### config.mk
export PLATFORM = sky130hd
export DESIGN_NAME = adc_control_and_result_regs
export DESIGN_NICKNAME = d
export VERILOG_FILES = /design/src/hw/adc_ctrl_pkg.sv /design/src/hw/adc_control_and_result_regs.sv
export SDC_FILE = /design/constraint.sdc
export NUM_CORES = 1
export LEC_CHECK = 0
export ABC_AREA = 1
export BUFFER_PORTS_ARGS = -buffer_cell sky130_fd_sc_hd__buf_2
export CELL_PAD_IN_SITES_DETAIL_PLACEMENT = 0
export CELL_PAD_IN_SITES_GLOBAL_PLACEMENT = 1
export CORE_MARGIN = 8
export CORE_UTILIZATION = 38
export CTS_BUF_LIST = sky130_fd_sc_hd__clkbuf_8
export DETAILED_ROUTE_END_ITERATION = 7
export PLACE_DENSITY_LB_ADDON = 0.1
export SKIP_CTS_REPAIR_TIMING = 1
export SYNTH_ARGS = -nofsm -noshare
export SYNTH_HDL_FRONTEND = slang
export SYNTH_SLANG_ARGS = --single-unit
### constraint.sdc
create_clock -name ref_clk -period 4.29 [get_ports ref_clk]
set_input_delay 0.429 -clock ref_clk [delete_from_list [all_inputs] [get_ports ref_clk]]
set_output_delay 0.429 -clock ref_clk [all_outputs]
set_load 0.03 [all_outputs]
### src/hw/adc_ctrl_pkg.sv
/*
 * shared constants and types for the converter control and result registers.
 * assumes a 32-bit axi4-lite master and a sar analog core on the same clock.
 */
package adc_ctrl_pkg;
	// ************************************************************
	// register map
	// ************************************************************
	localparam int ADDR_W = 12; // byte address width seen by the slave
	// register indices; byte address is four times the index
	localparam logic [7:0] IDX_CTRL_ONE = 8'h34;
	localparam logic [7:0] IDX_CTRL_TWO = 8'h35;
	localparam logic [7:0] IDX_RES_LOW = 8'h36;
	localparam logic [7:0] IDX_RES_HIGH = 8'h37;
	localparam logic [ADDR_W-1:0] ADDR_CTRL_ONE = {2'h0, IDX_CTRL_ONE, 2'h0};
	localparam logic [ADDR_W-1:0] ADDR_CTRL_TWO = {2'h0, IDX_CTRL_TWO, 2'h0};
	localparam logic [ADDR_W-1:0] ADDR_RES_LOW = {2'h0, IDX_RES_LOW, 2'h0};
	localparam logic [ADDR_W-1:0] ADDR_RES_HIGH = {2'h0, IDX_RES_HIGH, 2'h0};
	localparam logic [7:0] RESET_BYTE = 8'h00; // every register resets to zero

	// ************************************************************
	// field positions
	// ************************************************************
	localparam int C1_START = 7; // conv_start_bit
	localparam int C1_MODE_HI = 6; // op_mode_sel
	localparam int C1_MODE_LO = 5;
	localparam int C1_GATE = 4; // analog_in_gate
	localparam int C1_CHAN_HI = 3; // chan_select, down to bit 0
	localparam int C2_TIME_HI = 2; // conversion time code, down to bit 0

	// ************************************************************
	// codes and timing
	// ************************************************************
	typedef enum logic [1:0] {
		MODE_OFF = 2'b00,
		MODE_SINGLE = 2'b01,
		MODE_RSVD = 2'b10,
		MODE_REPEAT = 2'b11
	} op_mode_t;
	typedef enum logic [1:0] {
		ST_IDLE = 2'b00,
		ST_LAUNCH = 2'b01,
		ST_CONVERT = 2'b10,
		ST_STORE = 2'b11
	} conv_state_t;
	typedef enum logic [2:0] {
		SEL_NONE = 3'b000,
		SEL_CTRL_ONE = 3'b001,
		SEL_CTRL_TWO = 3'b010,
		SEL_RES_LOW = 3'b011,
		SEL_RES_HIGH = 3'b100
	} reg_sel_t;
	// conversion lengths in oscillator periods: 39, 78, 156, 312, 624
	localparam logic [9:0] CYC_T0 = 10'h027;
	localparam logic [9:0] CYC_T1 = 10'h04e;
	localparam logic [9:0] CYC_T2 = 10'h09c;
	localparam logic [9:0] CYC_T3 = 10'h138;
	localparam logic [9:0] CYC_T4 = 10'h270;
	localparam logic [1:0] RESP_OKAY = 2'h0;
	localparam logic [1:0] RESP_SLVERR = 2'h2;

	// signals toward the analog core
	typedef struct packed {
		logic sample; // one-cycle sample-hold strobe
		logic active; // comparator sequence running
		logic gate; // analog inputs enabled
		logic [3:0] chan; // selected input
	} core_ctrl_t;

	// time code to cycle count; reserved codes fall back to the longest
	function automatic logic [9:0] convCycles(input logic [2:0] code);
		unique case (code)
			3'h0: convCycles = CYC_T0;
			3'h1: convCycles = CYC_T1;
			3'h2: convCycles = CYC_T2;
			3'h3: convCycles = CYC_T3;
			default: convCycles = CYC_T4;
		endcase
	endfunction

	// byte address to register select
	function automatic reg_sel_t regDecode(input logic [ADDR_W-1:0] addr);
		unique case (addr)
			ADDR_CTRL_ONE: regDecode = SEL_CTRL_ONE;
			ADDR_CTRL_TWO: regDecode = SEL_CTRL_TWO;
			ADDR_RES_LOW: regDecode = SEL_RES_LOW;
			ADDR_RES_HIGH: regDecode = SEL_RES_HIGH;
			default: regDecode = SEL_NONE;
		endcase
	endfunction
endpackage

### src/hw/adc_control_and_result_regs.sv
/*
 * control, status and result registers of a 10-bit sar converter, axi4-lite slave.
 * assumes the analog core runs on ref_clk and holds coreResult steady in the store cycle
 * right after coreCtrl.active falls; lowPowerEntry is a one-cycle pulse from power logic.
 */
// The AXI4-Lite slave port was chosen for this implementation.
module adc_control_and_result_regs (
	input wire logic ref_clk,
	input wire logic rst,
	input wire logic lowPowerEntry, // halt, idle or slow mode entered
	input wire logic [9:0] coreResult, // sar result from analog core
	output adc_ctrl_pkg::core_ctrl_t coreCtrl,
	output logic convDoneIrq, // one-cycle conversion done request
	input wire logic awvalid,
	output logic awready,
	input wire logic [adc_ctrl_pkg::ADDR_W-1:0] awaddr,
	input wire logic wvalid,
	output logic wready,
	input wire logic [31:0] wdata,
	input wire logic [3:0] wstrb,
	output logic bvalid,
	input wire logic bready,
	output logic [1:0] bresp,
	input wire logic arvalid,
	output logic arready,
	input wire logic [adc_ctrl_pkg::ADDR_W-1:0] araddr,
	output logic rvalid,
	input wire logic rready,
	output logic [31:0] rdata,
	output logic [1:0] rresp
);
	// ************************************************************
	// bus slave state
	// ************************************************************
	logic awHeld_ff; // write address taken, not yet used
	logic wHeld_ff; // write data taken, not yet used
	logic [adc_ctrl_pkg::ADDR_W-1:0] awAddr_ff;
	logic [7:0] wData_ff; // only the low lane carries register bits
	logic wLane_ff; // low byte strobe
	logic bvalid_ff;
	logic [1:0] bresp_ff;
	logic rvalid_ff;
	logic [7:0] rdata_ff;
	logic [1:0] rresp_ff;

	// ************************************************************
	// converter state
	// ************************************************************
	logic startBit_ff;
	adc_ctrl_pkg::op_mode_t mode_ff;
	logic gate_ff;
	logic [3:0] chan_ff;
	logic [2:0] time_ff;
	logic done_ff;
	logic pairOpen_ff; // low byte read, high byte not yet
	logic [9:0] result_ff;
	logic irq_ff;
	adc_ctrl_pkg::conv_state_t state_ff, nxtState;
	logic [9:0] cnt_ff, nxtCnt; // remaining convert cycles

	// ************************************************************
	// decode
	// ************************************************************
	wire writeFire = awHeld_ff & wHeld_ff; // both halves present
	wire adc_ctrl_pkg::reg_sel_t wrSel = adc_ctrl_pkg::regDecode(awAddr_ff);
	wire adc_ctrl_pkg::reg_sel_t rdSel = adc_ctrl_pkg::regDecode(araddr);
	wire arHs = arvalid & arready;
	wire wrCtrlOne = writeFire & wLane_ff & (wrSel == adc_ctrl_pkg::SEL_CTRL_ONE);
	wire wrCtrlTwo = writeFire & wLane_ff & (wrSel == adc_ctrl_pkg::SEL_CTRL_TWO);
	wire [1:0] wrMode = wData_ff[adc_ctrl_pkg::C1_MODE_HI:adc_ctrl_pkg::C1_MODE_LO];
	// forced stop by software
	wire modeStopWr = wrCtrlOne & (wrMode == adc_ctrl_pkg::MODE_OFF);
	// forced stop from either source
	wire kill = lowPowerEntry | modeStopWr;
	wire rdHigh = arHs & (rdSel == adc_ctrl_pkg::SEL_RES_HIGH);
	wire rdLow = arHs & (rdSel == adc_ctrl_pkg::SEL_RES_LOW);
	wire busy = (state_ff != adc_ctrl_pkg::ST_IDLE);
	wire modeRun = (mode_ff == adc_ctrl_pkg::MODE_SINGLE) ||
		(mode_ff == adc_ctrl_pkg::MODE_REPEAT);
	wire isIdle = (state_ff == adc_ctrl_pkg::ST_IDLE);
	wire isLaunch = (state_ff == adc_ctrl_pkg::ST_LAUNCH);
	wire isStore = (state_ff == adc_ctrl_pkg::ST_STORE);
	// a result landing inside an open read pair is dropped
	wire storeOk = isStore & ~pairOpen_ff & ~kill;
	wire singleRestart = isLaunch & (mode_ff == adc_ctrl_pkg::MODE_SINGLE);
	wire [9:0] loadCnt = adc_ctrl_pkg::convCycles(time_ff) - 10'h001;

	// read views; reserved bits are zero
	wire [7:0] viewOne = {startBit_ff, mode_ff, gate_ff, chan_ff};
	wire [7:0] viewTwo = {done_ff, busy, 3'h0, time_ff};
	wire [7:0] viewLow = result_ff[7:0];
	wire [7:0] viewHigh = {6'h00, result_ff[9:8]};
	wire [7:0] rdMux = (rdSel == adc_ctrl_pkg::SEL_CTRL_ONE) ? viewOne :
		(rdSel == adc_ctrl_pkg::SEL_CTRL_TWO) ? viewTwo :
		(rdSel == adc_ctrl_pkg::SEL_RES_LOW) ? viewLow :
		(rdSel == adc_ctrl_pkg::SEL_RES_HIGH) ? viewHigh : 8'h00;

	// ************************************************************
	// bus handshakes
	// ************************************************************
	// no new write taken until the response is gone: one write at a time
	assign awready = ~awHeld_ff & ~bvalid_ff;
	assign wready = ~wHeld_ff & ~bvalid_ff;
	assign arready = ~rvalid_ff;
	assign bvalid = bvalid_ff;
	assign bresp = bresp_ff;
	assign rvalid = rvalid_ff;
	assign rdata = {24'h000000, rdata_ff};
	assign rresp = rresp_ff;

	// write address and data may arrive in either order
	always_ff @(posedge ref_clk) begin
		if (rst) begin
			awHeld_ff <= 1'b0;
			awAddr_ff <= '0;
		end else if (awvalid & awready) begin
			awHeld_ff <= 1'b1;
			awAddr_ff <= awaddr;
		end else if (writeFire) begin
			awHeld_ff <= 1'b0;
		end
	end

	// write data holder, low lane only
	always_ff @(posedge ref_clk) begin
		if (rst) begin
			wHeld_ff <= 1'b0;
			wData_ff <= adc_ctrl_pkg::RESET_BYTE;
			wLane_ff <= 1'b0;
		end else if (wvalid & wready) begin
			wHeld_ff <= 1'b1;
			wData_ff <= wdata[7:0];
			wLane_ff <= wstrb[0];
		end else if (writeFire) begin
			wHeld_ff <= 1'b0;
		end
	end

	// write response; unmapped addresses answer slverr
	always_ff @(posedge ref_clk) begin
		if (rst) begin
			bvalid_ff <= 1'b0;
			bresp_ff <= adc_ctrl_pkg::RESP_OKAY;
		end else if (writeFire) begin
			bvalid_ff <= 1'b1;
			bresp_ff <= (wrSel == adc_ctrl_pkg::SEL_NONE) ?
				adc_ctrl_pkg::RESP_SLVERR : adc_ctrl_pkg::RESP_OKAY;
		end else if (bready) begin
			bvalid_ff <= 1'b0;
		end
	end

	// read answer one cycle after the address is taken
	always_ff @(posedge ref_clk) begin
		if (rst) begin
			rvalid_ff <= 1'b0;
			rdata_ff <= adc_ctrl_pkg::RESET_BYTE;
			rresp_ff <= adc_ctrl_pkg::RESP_OKAY;
		end else if (arHs) begin
			rvalid_ff <= 1'b1;
			rdata_ff <= rdMux;
			rresp_ff <= (rdSel == adc_ctrl_pkg::SEL_NONE) ?
				adc_ctrl_pkg::RESP_SLVERR : adc_ctrl_pkg::RESP_OKAY;
		end else if (rready) begin
			rvalid_ff <= 1'b0;
		end
	end

	// ************************************************************
	// conversion sequencer
	// ************************************************************
	// launch and store take one cycle each, well inside the latency bound
	always_comb begin
		nxtState = state_ff;
		nxtCnt = cnt_ff;
		unique case (state_ff)
			adc_ctrl_pkg::ST_IDLE: begin
				if (startBit_ff && modeRun) begin
					nxtState = adc_ctrl_pkg::ST_LAUNCH;
				end
			end
			adc_ctrl_pkg::ST_LAUNCH: begin
				nxtState = adc_ctrl_pkg::ST_CONVERT;
				nxtCnt = loadCnt;
			end
			adc_ctrl_pkg::ST_CONVERT: begin
				if (cnt_ff == 10'h000) begin
					nxtState = adc_ctrl_pkg::ST_STORE;
				end else begin
					nxtCnt = cnt_ff - 10'h001;
				end
			end
			adc_ctrl_pkg::ST_STORE: begin
				// repeat goes straight into the next run
				if (mode_ff == adc_ctrl_pkg::MODE_REPEAT) begin
					nxtState = adc_ctrl_pkg::ST_CONVERT;
					nxtCnt = loadCnt;
				end else begin
					nxtState = adc_ctrl_pkg::ST_IDLE;
				end
			end
		endcase
		// forced stop leaves at once without a store
		if (kill) begin
			nxtState = adc_ctrl_pkg::ST_IDLE;
		end
	end

	// sequencer registers
	always_ff @(posedge ref_clk) begin
		if (rst) begin
			state_ff <= adc_ctrl_pkg::ST_IDLE;
			cnt_ff <= 10'h000;
		end else begin
			state_ff <= nxtState;
			cnt_ff <= nxtCnt;
		end
	end

	// ************************************************************
	// control register one
	// ************************************************************
	// start only accepted when idle; a start while busy is dropped
	always_ff @(posedge ref_clk) begin
		if (rst) begin
			startBit_ff <= 1'b0;
		end else if (kill) begin
			startBit_ff <= 1'b0;
		end else if (wrCtrlOne && isIdle) begin
			startBit_ff <= wData_ff[adc_ctrl_pkg::C1_START];
		end else if (isLaunch || (isIdle && !modeRun)) begin
			startBit_ff <= 1'b0;
		end
	end

	// mode and gate, both cleared by low-power entry
	always_ff @(posedge ref_clk) begin
		if (rst) begin
			mode_ff <= adc_ctrl_pkg::MODE_OFF;
			gate_ff <= 1'b0;
		end else if (lowPowerEntry) begin
			mode_ff <= adc_ctrl_pkg::MODE_OFF;
			gate_ff <= 1'b0;
		end else if (wrCtrlOne) begin
			mode_ff <= adc_ctrl_pkg::op_mode_t'(wrMode);
			gate_ff <= wData_ff[adc_ctrl_pkg::C1_GATE];
		end
	end

	// channel and time code keep their values through low-power entry
	always_ff @(posedge ref_clk) begin
		if (rst) begin
			chan_ff <= 4'h0;
			time_ff <= 3'h0;
		end else begin
			if (wrCtrlOne) begin
				chan_ff <= wData_ff[adc_ctrl_pkg::C1_CHAN_HI:0];
			end
			// bits 7 to 3 of the written byte are dropped
			if (wrCtrlTwo) begin
				time_ff <= wData_ff[adc_ctrl_pkg::C2_TIME_HI:0];
			end
		end
	end

	// ************************************************************
	// status and results
	// ************************************************************
	// a store beats a clear in the same cycle; a forced stop beats both
	always_ff @(posedge ref_clk) begin
		if (rst) begin
			done_ff <= 1'b0;
		end else if (kill) begin
			done_ff <= 1'b0;
		end else if (storeOk) begin
			done_ff <= 1'b1;
		end else if (rdHigh || singleRestart) begin
			done_ff <= 1'b0;
		end
	end

	// open read pair tracking
	always_ff @(posedge ref_clk) begin
		if (rst) begin
			pairOpen_ff <= 1'b0;
		end else if (kill || rdHigh) begin
			pairOpen_ff <= 1'b0;
		end else if (rdLow) begin
			pairOpen_ff <= 1'b1;
		end
	end

	// result store and done request
	always_ff @(posedge ref_clk) begin
		if (rst) begin
			result_ff <= 10'h000;
			irq_ff <= 1'b0;
		end else begin
			irq_ff <= storeOk;
			if (kill) begin
				result_ff <= 10'h000;
			end else if (storeOk) begin
				result_ff <= coreResult;
			end
		end
	end

	// ************************************************************
	// analog core drive
	// ************************************************************
	assign coreCtrl = '{sample: isLaunch, active: (state_ff == adc_ctrl_pkg::ST_CONVERT),
		gate: gate_ff, chan: chan_ff};
	assign convDoneIrq = irq_ff;

	// ************************************************************
	// checks
	// ************************************************************
	logic [9:0] convLen_ff; // helper: cycles spent converting
	always_ff @(posedge ref_clk) begin
		if (rst || (state_ff != adc_ctrl_pkg::ST_CONVERT)) begin
			convLen_ff <= 10'h000;
		end else begin
			convLen_ff <= convLen_ff + 10'h001;
		end
	end
endmodule

==> run summary <==
### Clocking
* **Max H-tree Level** 3
* **cell chosen for the clock root** clkbuf_8
* **insertion delay to the later sink of the worst-skew pair** 0.36 ns
* **CTS tree** done
* **clock sink count** 71
* **CTS buffer count** 9
* **clock slew seen by the registers of the worst setup and hold paths** 0.09 ns
* **Max Buffers Root-to-Sink** 2

### Synthesis
* **top cells by area, synth** dfxtp_1, nor2_1, nand2_1
* **area leader, netlist** dfxtp_1
* **sequential cell area fraction in the yosys report** 39.1%
* **post-synthesis instance area** 3630 um^2
* **yosys synthesis warning count** 0
* **number of register bits inferred by synthesis** 71
* **average instance area after synthesis** 6.83 um^2
* **Mapped Cells** 532
* **Synth top area share** 39.1%
* **library cells used by synthesis** 36

### Worst setup path
* **r2r endpoint** result_ff[2]
* **critical path data required time** 4.57 ns
* **flop2flop setup slack** 2.00 ns
* **maximum single-stage delay on the critical path** 0.58 ns
* **ordered list of cells on the worst path** nand2_1 -> nor2_2 -> nand4_1 -> nand3_1 -> nor2_1 -> nor2_1
* **number of cells traversed by the worst register-to-register path** 6
* **Crit Reg-Reg Startpoint** wHeld_ff
* **critical setup path kind** flip-flop to flip-flop
* **CP Data Arrival Time** 2.57 ns
* **Worst path slowest cell** nand3_1
* **most used cell, CP** nor2_1
* **critical path endpoint** result_ff[2]
* **source of the critical timing path** wHeld_ff
* **Worst Path Max Fanout** 12
* **CP endpoint kind** flip-flop
* **nature of the critical path startpoint** flip-flop

### Power and ir drop
* **switching power** 398 uW
* **clock share of power** 41.5%
* **internal power component** 1.05 mW
* **LEAKAGE** 1.91 nW
* **portion of total power attributed to sequential cells** 48.0%
* **fraction of power spent switching nets** 27.4%
* **power share of the combinational group** 10.6%
* **post-layout total power** 1.45 mW
* **largest vdd supply drop** 0.196 mV
* **Pwr per Cell Area** 347 nW/um^2

### Timing
* **largest clock skew in the final design** 0.0193 ns
* **total setup violations reported at the end of the flow** 0
* **setup TNS** 0 ns
* **maximum clock frequency** 436 MHz
* **relative slew slack** 44.1%
* **hold violation count in the final report** 0
* **fin. max-slew vios** 0
* **worst setup slack after layout** 2.00 ns
* **post-route fraction of the period consumed by the critical path** 53.4%
* **worst-margin pin slew** 0.836 ns
* **time the final worst path needs with I/O delays and setup** 2.29 ns
* **setup repair after global routing missed its margin** no

### Placement
* **last weighted congestion value of the routability-driven placer** 0.810
* **setup slack after placement** 2.00 ns
* **half-perimeter wire length of the detailed placement result** 7.35 mm
* **Port-buffer cells** 73
* **standard cell area after detailed placement** 3960 um^2
* **# placed instances** 713

### Routing
* **DRC viols** 0
* **number of DRC violations after detailed-routing iteration 0** 139
* **number of nets with antenna violations after routing** 0
* **average detailed-routed wire length per instance** 13.6 um
* **total vias in the final route** 3483
* **first-pass iteration count of the detailed router** 4
* **vias per cell** 4.78
* **total wire length** 9.90 mm

### Layout
* **Synth-to-Final Area Change** 15.2%
* **fraction of layout instances using a drive strength above 1** 18.8%
* **total non-filler cell area in the finished layout** 4190 um^2
* **antenna diode instance count** 0
* **number of nets in the final layout** 674
* **number of fill cells in the layout** 995
* **post-layout instance count excluding filler cells** 729

### Run status
* **result of the run** complete, no violations

### Floorplan
* **IO Count** 127
* **Die Width** 114 um
* **DIE AREA** 12900 um^2
* **FP Rows** 35
* **Initial Utilization** 39.3%
* **core box area** 9240 um^2
* **die extent in y** 114 um

### Global route
* **wire length of the first global-routing pass** 16.2 mm
* **maximum number of pins on one net before global-route repair** 27
* **vias in the first global route** 3305
* **total global routing track utilization** 15.5%
* **total congestion overflow** 0
* **initial antenna violation count** 0

### Worst hold path
* **worst min path class** primary input to flip-flop

### Flow run
* **maxcap violations** 0

-- per-layer routing --
layer / vias to the layer above / track usage (%) / part of all wire [%]
li1: 1821 / - / -
met1: 1533 / 19.5 / 47
met2: 115 / 25.2 / 44
met3: 14 / 3.28 / 6.8
met4: 0 / 6.12 / 1.7
met5: - / 0 / 0
-- logic make-up after synthesis --
logic type / Yosys count / synth area share, %
other cells: 1 / 0.103
flops: 71 / 39.1
buf+inv: 95 / 13.2
fa+ha+maj: 1 / 0.344
compound gates: 82 / 12.2
simple gates: 282 / 35.1
-- how the worst min path moves through the flow --
stage                               to  cells past startpoint          start
after floorplan           awAddr_ff[5]                      2   awAddr_ff[5]
after global placement    awAddr_ff[5]                      2   awAddr_ff[5]
after detailed placement  awAddr_ff[5]                      2   awAddr_ff[5]
after CTS                 result_ff[3]                      3  coreResult[3]
after global routing      result_ff[3]                      3  coreResult[3]
final                     result_ff[4]                      3  coreResult[4]
-- Yosys cell counts --
cell and instances:
o211ai_1 2, and2_1 2, ha_1 1, nand3_2 1, nor2_2 3, a21o_1 1, dfxtp_1 71, nor4_1 1
nand2_1 85, nor2_1 107, o2111ai_1 2, a21oi_1 35, nand2_4 1, or2_1 1, clkinv_1 1, nor2_4 2
conb_1 1, nand4_1 30, a31oi_1 3, inv_1 44, nor3_4 1, o21ai_2 3, nand2_2 2, or2_2 5
or2_4 1, inv_2 3, o21a_1 1, nand3_1 35, nor3_1 3, buf_6 1, nor3_2 2, buf_2 1
o21ai_1 1, clkbuf_1 15, buf_4 30, o21ai_0 34
-- power by group through the flow --
stage / Sequential (mW) / Combinational (mW) / Clock (mW)
finish: 0.697 / 0.153 / 0.602
floorplan: 0.713 / 0.125 / 0
global placement: 0.712 / 0.153 / 0
global route: 0.701 / 0.172 / 0.636
CTS: 0.697 / 0.154 / 0.616
detailed placement: 0.713 / 0.153 / 0
-- placed cells by master (no fill, tap or decap), drive strengths merged, types with 9 or more instances in the layout --
master / netlist / routed
conb: 1 / 26
nand4: 30 / 30
o21ai: 38 / 38
inv: 47 / 49
buf: 32 / 74
nor2: 112 / 112
nand2: 88 / 88
dfxtp: 71 / 71
clkbuf: 15 / 9
a21oi: 35 / 35
nand3: 36 / 36
-- registers in the layout (all words and copies together), names as in the netlist, 2 cells and up --
register / cells
awAddr_ff: 12
chan_ff: 4
cnt_ff: 10
mode_ff: 2
rdata_ff: 8
result_ff: 10
state_ff: 2
time_ff: 3
wData_ff: 8
-- per-stage QoR --
step	utilization (%)	hold WS (ns)
2_1_floorplan	-	0.428
3_3_place_gp	42.9	0.451
3_5_place_dp	42.9	0.459
4_1_cts	45.3	0.263
5_1_grt	45.3	0.272
6_report	45.3	0.269
-- worst max-delay path: cells and delay by family (launching register included) --
kind	cells	cell delay [ns]
flip-flops	1	0.40
AND/OR/NAND/NOR	6	1.81
-- layout make-up --
class	count	area [um^2]	area share (%)
tap	129	161	3.86
clock inverter	7	97.6	2.33
inverter	48	180	4.30
clock buffer	9	124	2.96
sequential	71	1420	34.0
timing repair buffer	74	373	8.91
multi-input combinational	391	1830	43.7
(Power assumes the default switching activity.)
